`config.mk`:
```
export PLATFORM = sky130hd
export DESIGN_NAME = rlm_top
export DESIGN_NICKNAME = d
export VERILOG_FILES = /design/src/verilog/rlm_mem.v /design/src/verilog/rlm_top.v
export VERILOG_INCLUDE_DIRS = /design/src /design/src/verilog
export SDC_FILE = /design/constraint.sdc
export NUM_CORES = 2
export LEC_CHECK = 0
export ABC_AREA = 0
export BUFFER_PORTS_ARGS = -buffer_cell sky130_fd_sc_hd__buf_2
export CORE_ASPECT_RATIO = 1.1
export CORE_MARGIN = 2
export CORE_UTILIZATION = 50
export CTS_BUF_LIST = sky130_fd_sc_hd__clkbuf_16
export DETAILED_ROUTE_END_ITERATION = 8
export PLACE_DENSITY = 0.65
export SYNTH_ARGS = -nofsm -noshare
export SYNTH_HDL_FRONTEND = slang
export SYNTH_SLANG_ARGS = --single-unit
```
`constraint.sdc`:
```
create_clock -name REF_CLK -period 2.5 [get_ports REF_CLK]
set_clock_uncertainty 0.2 [all_clocks]
set_input_delay 0.25 -clock REF_CLK [delete_from_list [all_inputs] [get_ports REF_CLK]]
set_output_delay 0.25 -clock REF_CLK [all_outputs]
set_load 0.01 [all_outputs]
```
`src/verilog/rlm_defines.vh`:
```
// constants for the repeater layer management block
// assumes inclusion by bare name from every design file that needs it
`ifndef RLM_DEFINES_VH
`define RLM_DEFINES_VH

// register byte offsets on the management bus
`define RLM_OFS_TYPE 12'h000
`define RLM_OFS_HEALTH 12'h004
`define RLM_OFS_GRP_CAP 12'h008
`define RLM_OFS_GRP_MAP 12'h00C
`define RLM_OFS_TXCOL 12'h010
`define RLM_OFS_CTRL 12'h014
`define RLM_OFS_NOTIFY 12'h018
`define RLM_OFS_TEXT_LEN 12'h01C
`define RLM_OFS_DATA_LEN 12'h020
`define RLM_OFS_NOTIFY_HEALTH 12'h024

// address regions: registers, then text and data buffer windows of one byte per aligned word
`define RLM_REGION_REGS 2'b00
`define RLM_REGION_TEXT 2'b01
`define RLM_REGION_DATA 2'b10

// health state encodings
`define RLM_HEALTH_OTHER 3'h1
`define RLM_HEALTH_OK 3'h2
`define RLM_HEALTH_UNIT 3'h3
`define RLM_HEALTH_GROUP 3'h4
`define RLM_HEALTH_PORT 3'h5
`define RLM_HEALTH_UNSPEC 3'h6

// field positions
`define RLM_CTRL_RESET_BIT 0
`define RLM_CTRL_BUSY_BIT 1
`define RLM_NOTIFY_RESET_BIT 0
`define RLM_NOTIFY_HEALTH_BIT 1

// repeater variants
`define RLM_VARIANT_10M 2'h0
`define RLM_VARIANT_100M 2'h1
`define RLM_VARIANT_1000M 2'h2

// reset values
`define RLM_RST_TEXT_LEN 8'h00
`define RLM_RST_DATA_LEN 8'h00
`define RLM_RST_TXCOL 32'h0000_0000

// timing: self-test length in ns at a 4 ns clock
`define RLM_CLK_PERIOD_NS 4
`define RLM_SELFTEST_NS 4000
`define RLM_SELFTEST_CYCLES ((`RLM_SELFTEST_NS + `RLM_CLK_PERIOD_NS - 1) / `RLM_CLK_PERIOD_NS)

// printable character range and the stand-in for others
`define RLM_PRINT_LO 8'h20
`define RLM_PRINT_HI 8'h7E
`define RLM_PRINT_SUB 8'h3F

`endif

```
`src/verilog/rlm_mem.v`:
```
// small byte memory for the health text and health data buffers
// assumes one clock; read data appear from a register one edge after the address
`timescale 1ns/1ns
module rlm_mem #(
	parameter AW = 8,
	parameter DW = 8
) (
	// clock and reset
	input wire clk,
	input wire rst_n,
	// access port
	input wire [AW-1:0] addr,
	input wire we,
	input wire [DW-1:0] wdata,
	output reg [DW-1:0] rdata_reg
);
	reg [DW-1:0] mem [0:(1<<AW)-1];

	// write array, registered read; array itself needs no reset
	always @(posedge clk) begin
		if (we) begin
			mem[addr] <= wdata;
		end
	end

	always @(posedge clk or negedge rst_n) begin
		if (!rst_n) begin
			rdata_reg <= {DW{1'b0}};
		end else begin
			rdata_reg <= mem[addr];
		end
	end
endmodule

```
`src/verilog/rlm_top.v`:
```
// repeater layer management: health, group map, collision counter, reset action
// assumes a single clock, core events synchronous one-cycle pulses, Avalon-MM master
//
// Added by the designer: register access over Avalon-MM and the address map.
`timescale 1ns/1ns
`include "rlm_defines.vh"

module rlm_top #(
	parameter GROUP_CAP = 8,
	parameter [1:0] VARIANT = 2'h1,
	parameter [31:0] TYPE_CODE = 32'h0000_001B, // arbitrary value
	parameter SELFTEST_CYCLES = `RLM_SELFTEST_CYCLES
) (
	// clock and reset
	input wire REF_CLK,
	input wire RST_N,
	// management bus
	input wire [11:0] AVS_ADDRESS,
	input wire AVS_READ,
	input wire AVS_WRITE,
	input wire [31:0] AVS_WRITEDATA,
	input wire [3:0] AVS_BYTEENABLE,
	output reg [31:0] AVS_READDATA,
	output wire AVS_WAITREQUEST,
	// failure reports from the repeater
	input wire HEALTH_KNOWN,
	input wire UNIT_LEVEL_FAILURE,
	input wire GROUP_LEVEL_FAILURE,
	input wire PORT_LEVEL_FAILURE,
	input wire UNSPECIFIED_FAILURE,
	input wire [GROUP_CAP-1:0] GROUP_PRESENT,
	// core state machine events
	input wire TXCOL_ENTRY,
	input wire TXCOL_FROM_ONE_PORT_LEFT,
	input wire JAM_ENTRY,
	input wire JAM_MULTI_ACTIVITY,
	// core control
	output reg CORE_FORCE_START,
	output reg CORE_TX_INHIBIT,
	// notifications
	output reg RESET_NOTIFICATION,
	output reg HEALTH_CHANGE_NOTIFICATION,
	output reg [2:0] NOTIFY_HEALTH_STATE
);
	// reset action states
	localparam [3:0] ST_IDLE = 4'b0001;
	localparam [3:0] ST_START = 4'b0010;
	localparam [3:0] ST_TEST = 4'b0100;
	localparam [3:0] ST_NOTIFY = 4'b1000;
	localparam CNT_W = 16;

	reg [3:0] state_reg;
	reg [3:0] state_next;
	reg [CNT_W-1:0] test_cnt_reg;
	reg [2:0] health_reg;
	reg primed_reg;
	reg por_pending_reg;
	reg [31:0] txcol_reg;
	reg [GROUP_CAP-1:0] group_map_reg;
	reg [7:0] text_len_reg;
	reg [7:0] data_len_reg;
	reg note_reset_reg;
	reg note_health_reg;
	reg [1:0] rd_cnt_reg;
	reg [31:0] reg_rdata_reg;
	reg [1:0] rd_region_reg;
	wire [2:0] health_now;
	wire [1:0] region;
	wire [11:0] reg_ofs;
	wire wr_acc;
	wire rd_done;
	wire col_event;
	wire reset_req;
	wire notify_fire;
	wire health_change;
	wire text_we;
	wire data_we;
	wire [7:0] text_rdata;
	wire [7:0] data_rdata;
	wire [7:0] text_wbyte;

	// fixed priority: unit over group over port over unspecified
	function [2:0] health_encode;
		input known;
		input f_unit;
		input f_group;
		input f_port;
		input f_unspec;
		begin
			if (f_unit) begin
				health_encode = `RLM_HEALTH_UNIT;
			end else if (f_group) begin
				health_encode = `RLM_HEALTH_GROUP;
			end else if (f_port) begin
				health_encode = `RLM_HEALTH_PORT;
			end else if (f_unspec) begin
				health_encode = `RLM_HEALTH_UNSPEC;
			end else if (known) begin
				health_encode = `RLM_HEALTH_OK;
			end else begin
				health_encode = `RLM_HEALTH_OTHER;
			end
		end
	endfunction

	// non-printable bytes are replaced so the text stays readable
	function [7:0] printable;
		input [7:0] c;
		begin
			if (c >= `RLM_PRINT_LO && c <= `RLM_PRINT_HI) begin
				printable = c;
			end else begin
				printable = `RLM_PRINT_SUB;
			end
		end
	endfunction

	// bus decode
	assign region = AVS_ADDRESS[11:10];
	assign reg_ofs = {AVS_ADDRESS[11:2], 2'b00};
	assign wr_acc = AVS_WRITE && !AVS_READ;
	assign rd_done = AVS_READ && (rd_cnt_reg == 2'd2);
	// reads wait two edges so that buffer data come out of a register
	assign AVS_WAITREQUEST = AVS_READ && !rd_done;

	// write to control register with the reset bit starts the reset action
	assign reset_req = wr_acc && (region == `RLM_REGION_REGS) && (reg_ofs == `RLM_OFS_CTRL) &&
		AVS_BYTEENABLE[0] && AVS_WRITEDATA[`RLM_CTRL_RESET_BIT];

	// health recomputed every cycle from the failure inputs
	assign health_now = health_encode(HEALTH_KNOWN, UNIT_LEVEL_FAILURE, GROUP_LEVEL_FAILURE,
		PORT_LEVEL_FAILURE, UNSPECIFIED_FAILURE);

	// variant selects which core event counts as a transmit collision
	generate
		if (VARIANT == `RLM_VARIANT_10M) begin : g_col10
			assign col_event = TXCOL_ENTRY && !TXCOL_FROM_ONE_PORT_LEFT;
		end else if (VARIANT == `RLM_VARIANT_100M) begin : g_col100
			assign col_event = JAM_ENTRY && JAM_MULTI_ACTIVITY;
		end else begin : g_col1000
			assign col_event = JAM_ENTRY;
		end
	endgenerate

	// health change only after the first post-reset sample, so power-up is silent
	assign health_change = primed_reg && (health_now != health_reg);
	assign notify_fire = (state_reg == ST_NOTIFY) || por_pending_reg;

	// buffer writes, text filtered to printable characters
	assign text_wbyte = printable(AVS_WRITEDATA[7:0]);
	assign text_we = wr_acc && (region == `RLM_REGION_TEXT) && AVS_BYTEENABLE[0];
	assign data_we = wr_acc && (region == `RLM_REGION_DATA) && AVS_BYTEENABLE[0];

	rlm_mem #(.AW(8), .DW(8)) u_text (
		.clk(REF_CLK),
		.rst_n(RST_N),
		.addr(AVS_ADDRESS[9:2]),
		.we(text_we),
		.wdata(text_wbyte),
		.rdata_reg(text_rdata)
	);

	rlm_mem #(.AW(8), .DW(8)) u_data (
		.clk(REF_CLK),
		.rst_n(RST_N),
		.addr(AVS_ADDRESS[9:2]),
		.we(data_we),
		.wdata(AVS_WRITEDATA[7:0]),
		.rdata_reg(data_rdata)
	);

	// reset action sequencing
	always @* begin
		state_next = state_reg;
		case (state_reg)
			ST_IDLE: begin
				if (reset_req) begin
					state_next = ST_START;
				end
			end
			ST_START: begin
				state_next = ST_TEST;
			end
			ST_TEST: begin
				if (test_cnt_reg == SELFTEST_CYCLES[CNT_W-1:0] - 16'h0001) begin
					state_next = ST_NOTIFY;
				end
			end
			ST_NOTIFY: begin
				state_next = ST_IDLE;
			end
			default: begin
				state_next = ST_IDLE;
			end
		endcase
	end

	// state register, self-test counter and core controls
	always @(posedge REF_CLK or negedge RST_N) begin
		if (!RST_N) begin
			state_reg <= ST_IDLE;
			test_cnt_reg <= 16'h0000;
			CORE_FORCE_START <= 1'b0;
			CORE_TX_INHIBIT <= 1'b0;
		end else begin
			state_reg <= state_next;
			if (state_reg == ST_TEST) begin
				test_cnt_reg <= test_cnt_reg + 16'h0001;
			end else begin
				test_cnt_reg <= 16'h0000;
			end
			// core held in its start state for the whole self-test
			CORE_FORCE_START <= (state_next == ST_START) || (state_next == ST_TEST);
			// transmit inhibited so the test puts nothing on any segment
			CORE_TX_INHIBIT <= (state_next == ST_START) || (state_next == ST_TEST);
		end
	end

	// health tracking and notification pulses
	always @(posedge REF_CLK or negedge RST_N) begin
		if (!RST_N) begin
			health_reg <= `RLM_HEALTH_OTHER;
			primed_reg <= 1'b0;
			por_pending_reg <= 1'b1;
			group_map_reg <= {GROUP_CAP{1'b0}};
			RESET_NOTIFICATION <= 1'b0;
			HEALTH_CHANGE_NOTIFICATION <= 1'b0;
			NOTIFY_HEALTH_STATE <= `RLM_HEALTH_OTHER;
		end else begin
			health_reg <= health_now;
			primed_reg <= 1'b1;
			por_pending_reg <= 1'b0;
			// bit i stands for group i+1; width equals the capacity
			group_map_reg <= GROUP_PRESENT;
			RESET_NOTIFICATION <= notify_fire;
			HEALTH_CHANGE_NOTIFICATION <= health_change;
			if (notify_fire || health_change) begin
				NOTIFY_HEALTH_STATE <= health_now;
			end
		end
	end

	// transmit collision counter: only power-on clears it, wraps at the top
	always @(posedge REF_CLK or negedge RST_N) begin
		if (!RST_N) begin
			txcol_reg <= `RLM_RST_TXCOL;
		end else if (col_event) begin
			// 32 bits wrap after hours even at 75000 per second
			txcol_reg <= txcol_reg + 32'h0000_0001;
		end
	end

	// software registers; management state survives the self-test
	always @(posedge REF_CLK or negedge RST_N) begin
		if (!RST_N) begin
			text_len_reg <= `RLM_RST_TEXT_LEN;
			data_len_reg <= `RLM_RST_DATA_LEN;
			note_reset_reg <= 1'b0;
			note_health_reg <= 1'b0;
		end else begin
			if (wr_acc && region == `RLM_REGION_REGS && AVS_BYTEENABLE[0]) begin
				if (reg_ofs == `RLM_OFS_TEXT_LEN) begin
					text_len_reg <= AVS_WRITEDATA[7:0];
				end
				if (reg_ofs == `RLM_OFS_DATA_LEN) begin
					data_len_reg <= AVS_WRITEDATA[7:0];
				end
			end
			// sticky flags: write one clears, a new event in the same cycle wins
			if (notify_fire) begin
				note_reset_reg <= 1'b1;
			end else if (wr_acc && region == `RLM_REGION_REGS && reg_ofs == `RLM_OFS_NOTIFY &&
				AVS_BYTEENABLE[0] && AVS_WRITEDATA[`RLM_NOTIFY_RESET_BIT]) begin
				note_reset_reg <= 1'b0;
			end
			if (health_change) begin
				note_health_reg <= 1'b1;
			end else if (wr_acc && region == `RLM_REGION_REGS && reg_ofs == `RLM_OFS_NOTIFY &&
				AVS_BYTEENABLE[0] && AVS_WRITEDATA[`RLM_NOTIFY_HEALTH_BIT]) begin
				note_health_reg <= 1'b0;
			end
		end
	end

	// read pipeline: edge 0 captures register data, region and buffer data, edge 1 output
	always @(posedge REF_CLK or negedge RST_N) begin
		if (!RST_N) begin
			rd_cnt_reg <= 2'd0;
			reg_rdata_reg <= 32'h0000_0000;
			rd_region_reg <= 2'b00;
			AVS_READDATA <= 32'h0000_0000;
		end else begin
			if (AVS_READ && !rd_done) begin
				rd_cnt_reg <= rd_cnt_reg + 2'd1;
			end else begin
				rd_cnt_reg <= 2'd0;
			end
			if (AVS_READ && rd_cnt_reg == 2'd0) begin
				rd_region_reg <= region;
				case (reg_ofs)
					`RLM_OFS_TYPE: reg_rdata_reg <= TYPE_CODE;
					`RLM_OFS_HEALTH: reg_rdata_reg <= {29'h0000_0000, health_reg};
					`RLM_OFS_GRP_CAP: reg_rdata_reg <= GROUP_CAP;
					`RLM_OFS_GRP_MAP: reg_rdata_reg <= {{(32-GROUP_CAP){1'b0}}, group_map_reg};
					`RLM_OFS_TXCOL: reg_rdata_reg <= txcol_reg;
					`RLM_OFS_CTRL: reg_rdata_reg <= {30'h0000_0000, state_reg != ST_IDLE, 1'b0};
					`RLM_OFS_NOTIFY: reg_rdata_reg <= {30'h0000_0000, note_health_reg, note_reset_reg};
					`RLM_OFS_TEXT_LEN: reg_rdata_reg <= {24'h00_0000, text_len_reg};
					`RLM_OFS_DATA_LEN: reg_rdata_reg <= {24'h00_0000, data_len_reg};
					`RLM_OFS_NOTIFY_HEALTH: reg_rdata_reg <= {29'h0000_0000, NOTIFY_HEALTH_STATE};
					default: reg_rdata_reg <= 32'h0000_0000;
				endcase
			end
			if (AVS_READ && rd_cnt_reg == 2'd1) begin
				case (rd_region_reg)
					`RLM_REGION_REGS: AVS_READDATA <= reg_rdata_reg;
					`RLM_REGION_TEXT: AVS_READDATA <= {24'h00_0000, text_rdata};
					`RLM_REGION_DATA: AVS_READDATA <= {24'h00_0000, data_rdata};
					default: AVS_READDATA <= 32'h0000_0000;
				endcase
			end
		end
	end
endmodule
```
# Yosys cells after proc, flatten, opt, wreduce, memory -nomap -nowiden
# Memories as Yosys holds them, arrays and structs flattened. A register that Yosys moved wholly into a read port is not among the register bits.
# Cells that the tools add are included.
# op_classes
n_addsub	3
order_cmp	2
eq_ne	24
mux	21
n_reduce_logical	36
# op_table
cell	count
$pmux W32 S10	1
$pmux W32 S3	1
$eq A10 B3 Y1 const B	4
$add A32 B1 Y32 const B	1
$logic_and A1 B1 Y1	21
$eq A10 B2 Y1 const B	2
$eq A10 B4 Y1 const B	2
$add A16 B1 Y16 const B	1
$eq A16 B10 Y1 const B	1
$mux W16	1
$logic_not A12 Y1	1
$mux W3	4
$pmux W4 S3	1
$eq A10 B1 Y1 const B	1
$eq A4 B2 Y1 const B	2
$eq A4 B3 Y1 const B	2
$ge A8 B6 Y1 const B	1
$le A8 B7 Y1 const B	1
$mux W1	8
$mux W4	2
$mux W8	1
$eq A2 B1 Y1 const B	3
$eq A2 B2 Y1 const B	3
$logic_not A2 Y1	3
10 further kinds	18
# word_totals
regBits	157
ram_bits	4096
inputBits	69
output_inout_bits	40
elab_cells	107
mem_count	2
# memory_table
name	words	word_bits	rd	rd_ports_with_merged_regs	write_ports	line	rtl
u_data.mem	256	8	1	1	1	rlm_mem.v:17	reg [DW-1:0] mem [0:(1<<AW)-1];
u_text.mem	256	8	1	1	1	rlm_mem.v:17	

# Depth between registers and ports, before layout
# depth
word_depth	10
mapped_depth	10
depth_no_buf	7

# Cells and area by module
# From an unflattened synthesis, not the netlist that was laid out.
# unflattened
cells_unflattened	7696
hier_area_um2	163951.0
# modules_own_cells
module	n_inst	cells_each	area_per_inst_um2	seq_area_each_um2
rlm_mem	2	3546	78492.8	61699.2
rlm_top	1	604	6965.4	3933.8

# Worst setup path after synthesis
# OpenSTA, ideal clock, no wires.
# synth_path
path_kind	input -> register
startpoint	input port AVS_WRITEDATA[4]
endpoint	memory u_text.mem[0][5], data pin
setup_time_ps	1198
arrival_time_ps	20141
required_time_ps	1102
path_slack_ps	-19040
path_stages	4
path_buffers	0
path_cell_list	nand4_1 -> nor2_1 -> nor3b_1 -> nand2b_1
# synth_via
elab_chain_len	3
elab_cells_between_ends	4
cone_classes	order compare (2); mux (1); reduce/logical (1)
# synth_lines
element	line	rtl
start, declared	rlm_top.v:21	input wire [31:0] AVS_WRITEDATA,
$ge A8 B6 Y1 (no line) / $le A8 B7 Y1 (equally long branches)	-	
$logic_and A1 B1 Y1 (no line) *	-	
$mux W8 *	rlm_top.v:110	if (c >= `RLM_PRINT_LO && c <= `RLM_PRINT_HI) begin
named net text_wbyte[5]	rlm_top.v:80	wire [7:0] text_wbyte;
end, declared	rlm_mem.v:17	
# Mark *: on every way through the listed nets, which the timed path passes. The rest lies on a longest branch.

==> flow_summary.json <==
{
  "outcome": "finished with violations",
  "violations": "setup timing",
  "muxShareOfSynthArea_pct": 14.34,
  "netlist_top_cells_area": "edfxtp_1, mux4_2, dfrtp_1",
  "synthAdderAreaFrac_pct": 0.03835,
  "seq_area_um2": 127300,
  "whs_ps": 98.06,
  "num_vias": 84360,
  "async_reset_ff_share_pct": 4.052,
  "grt_util_all_layers_pct": 24.92,
  "drive_above_1_share_pct": 33.42,
  "drt-wirelength-per-cell_um": 29.68,
  "pin_count": 109,
  "dr.first_iter.drc_count": 10730,
  "yosysWarnings": 0,
  "ant_nets": 0,
  "synth_xor_area_share_pct": 0.2524,
  "syn_to_final_growth_pct": 19.84,
  "cts-root-buf": "clkbuf_16",
  "endpoint": "u_text.rdata_reg[7]",
  "post-route-drc-count": 0,
  "ys_seq_elements": 4269,
  "rr_endpoint": "u_text.rdata_reg[7]",
  "slew_violations": 0,
  "r2r-start": "u_text.mem[134][7]",
  "p_leak_nw": 67.08,
  "path_class": "reg -> reg",
  "nFillCells": 22400,
  "synth_top_family_by_area": "multiplexers",
  "firstDrtPassIters": 6,
  "numCtsBuffers": 411,
  "yosysTopAreaCellShare_pct": 75.40,
  "critPathArrivalTime_ps": 3220,
  "final_common_cell": "edfxtp_1",
  "fmax_mhz": 384.6,
  "start_util_pct": 50.32,
  "dieHeight_um": 603.1,
  "relSlewSlack_pct": 26.75,
  "row_count": 219,
  "yosysSeqAreaShare_pct": 78.06,
  "worstSkewPairLatency_ps": 950,
  "hold_viol": 0,
  "powerDensity_nw_per_um2": 753.1,
  "clockBufferDepth": 4,
  "grt-ovfl-total": 0,
  "setup_ws_ps": -99.92,
  "dieArea_um2": 330800,
  "place_area_um2": 181000,
  "syn_area_um2": 163100,
  "min_path_cells": 4,
  "power_mw": 147.2,
  "reg2reg_depth": 6,
  "dp_hpwl_um": 261700,
  "crit_start": "u_text.mem[134][7]",
  "synth_ff_type": "edfxtp_1",
  "critPathMaxFanout": 1,
  "worst_pin_slew_ps": 1099,
  "cp-start-kind": "flop",
  "top_regs": "u_data.mem (2048), u_text.mem (2048)",
  "antenna_found_initial": 29,
  "crit_path_top_delay_cell": "o41ai_4",
  "synth-simple-area-share_pct": 2.045,
  "globalplace.congestion": 0.8430,
  "syn-mean-instance-area_um2": 21.50,
  "synthDistinctLibCells": 51,
  "ff2ff_setup_slack_ps": -100,
  "finalCriticalPeriod_ps": 2600,
  "layout_common_cells": "edfxtp_1, buf_4, mux4_2",
  "synth-edff-count": 4096,
  "pre_cts_ws_ps": -1561,
  "end_kind": "flop",
  "post_cts_buffers": 0,
  "finalSetupViolCount": 10,
  "min_path_type": "in -> reg",
  "yosys.area.top_type": "edfxtp_1",
  "core-area_um2": 324200,
  "cts_tree": "built",
  "vias_per_cell": 6.053,
  "grt_pass1_vias": 85970,
  "crit_path_cell_trace": "mux4_2 -> a22oi_2 -> a21oi_2 -> o41ai_4 -> buf_4 -> nand4_1",
  "die_width_um": 548.6,
  "multi_input_area_um2": 35480,
  "rsz0062_at_grt": "true",
  "synthCells": 7587,
  "synth_compound_area_share_pct": 3.976,
  "clkTransAtPathRegs_ps": 60,
  "drt-total-wl_um": 413700,
  "min_period_over_period_pct": 104.0,
  "nNetsFinal": 9352,
  "portBuffers": 77,
  "irDropWorstVdd_mv": 0.6206,
  "grt_max_degree": 180,
  "drv_cap": 0,
  "required_ps": 3120,
  "ctsHtreeMaxLevel": 5,
  "stdcell_area_um2": 195500,
  "slowest_delay_ps": 650,
  "clock_sinks": 4269,
  "grt_pass1_wl_um": 600000,
  "utilization_pct": 60.31
}
[cells in the mapped netlist (all sizes together), types with 5 or more instances]
| cell type | count |
|---|---|
| inv | 7 |
| nor2 | 553 |
| nand2 | 87 |
| xor2 | 22 |
| a221oi | 6 |
| edfxtp | 4096 |
| nand4 | 27 |
| xnor2 | 25 |
| mux2 | 22 |
| nand3 | 43 |
| o21ai | 16 |
| or2 | 5 |
| ha | 5 |
| nand2b | 13 |
| a22oi | 515 |
| and4 | 6 |
| and2 | 7 |
| buf | 188 |
| nor2b | 13 |
| clkbuf | 286 |
| a21oi | 267 |
| o41ai | 64 |
| a22o | 53 |
| dfrtp | 169 |
| mux4 | 1024 |
| mux2i | 8 |
| nor3 | 17 |
| and3 | 9 |
[what timing repair did]
action | in CTS | in global routing
hold buffers | 62 | 2
pin swaps | 13 | 21
gates resized for setup | 49 | 49
setup endpoints to repair | 38 | 140
endpoints found under the hold margin | 1370 | 5
[worst max-delay path: cells and delay by family, from the launching register on]
family	cells	cell delay, ps
multiplexers	1	480
AND/OR/NAND/NOR	1	90
AO/OA/AOI/OAI	3	1100
flip-flops	1	380
buffers and inverters	1	230
[worst min path at each step]
stage	start	endpoint
6_report	JAM_MULTI_ACTIVITY	txcol_reg[0]
5_1_grt	AVS_WRITEDATA[5]	u_data.mem[77][5]
4_1_cts	UNSPECIFIED_FAILURE	health_reg[1]
3_5_place_dp	RST_N	AVS_READDATA[16]
3_3_place_gp	RST_N	group_map_reg[3]
2_1_floorplan	RST_N	AVS_READDATA[0]
[metal layers]
layer	GRT usage, %	vias to the layer above	routed length, um
met1	35.10	44690	163100
met2	40.33	3954	202700
met5	0	-	110
met3	4.735	620	36480
met4	6.653	18	11310
li1	-	35080	-
[per-stage QoR]
step                instances  TNS (ps)
floorplan                7843  -3942200
global placement        13110   -904120
detailed placement      13110   -929020
CTS                     13940    -819.4
global route            13940    -275.4
finish                  13940    -173.5
[report_power, final]
group          switching, mW  leakage (nW)  internal [mW]  total, mW
sequential             0.300          41.5           78.5       78.8
combinational           4.45          18.7           2.96       7.41
clock                   26.3          6.88           34.8       61.0
total                   31.0          67.1            116        147
[layout make-up]
cell class	instances	share of cell area, %
Antenna cell	3	0.003840
Clock buffer	420	5.376
Clock inverter	341	1.404
Inverter	7	0.01344
Multi-Input combinational cell	3093	18.15
Sequential cell	4269	65.14
Tap cell	4309	2.758
Timing Repair Buffer	1496	7.157
[kinds of logic after synthesis]
logic type               after synthesis
other                                  2
AND/OR/NAND/NOR                      793
buffers and inverters                481
AO/OA/AOI/OAI                        936
adder cells (fa/ha/maj)                5
multiplexers                        1054
XOR/XNOR                              47
flip-flops                          4269
Note: power is estimated with default switching activity, not from simulation.
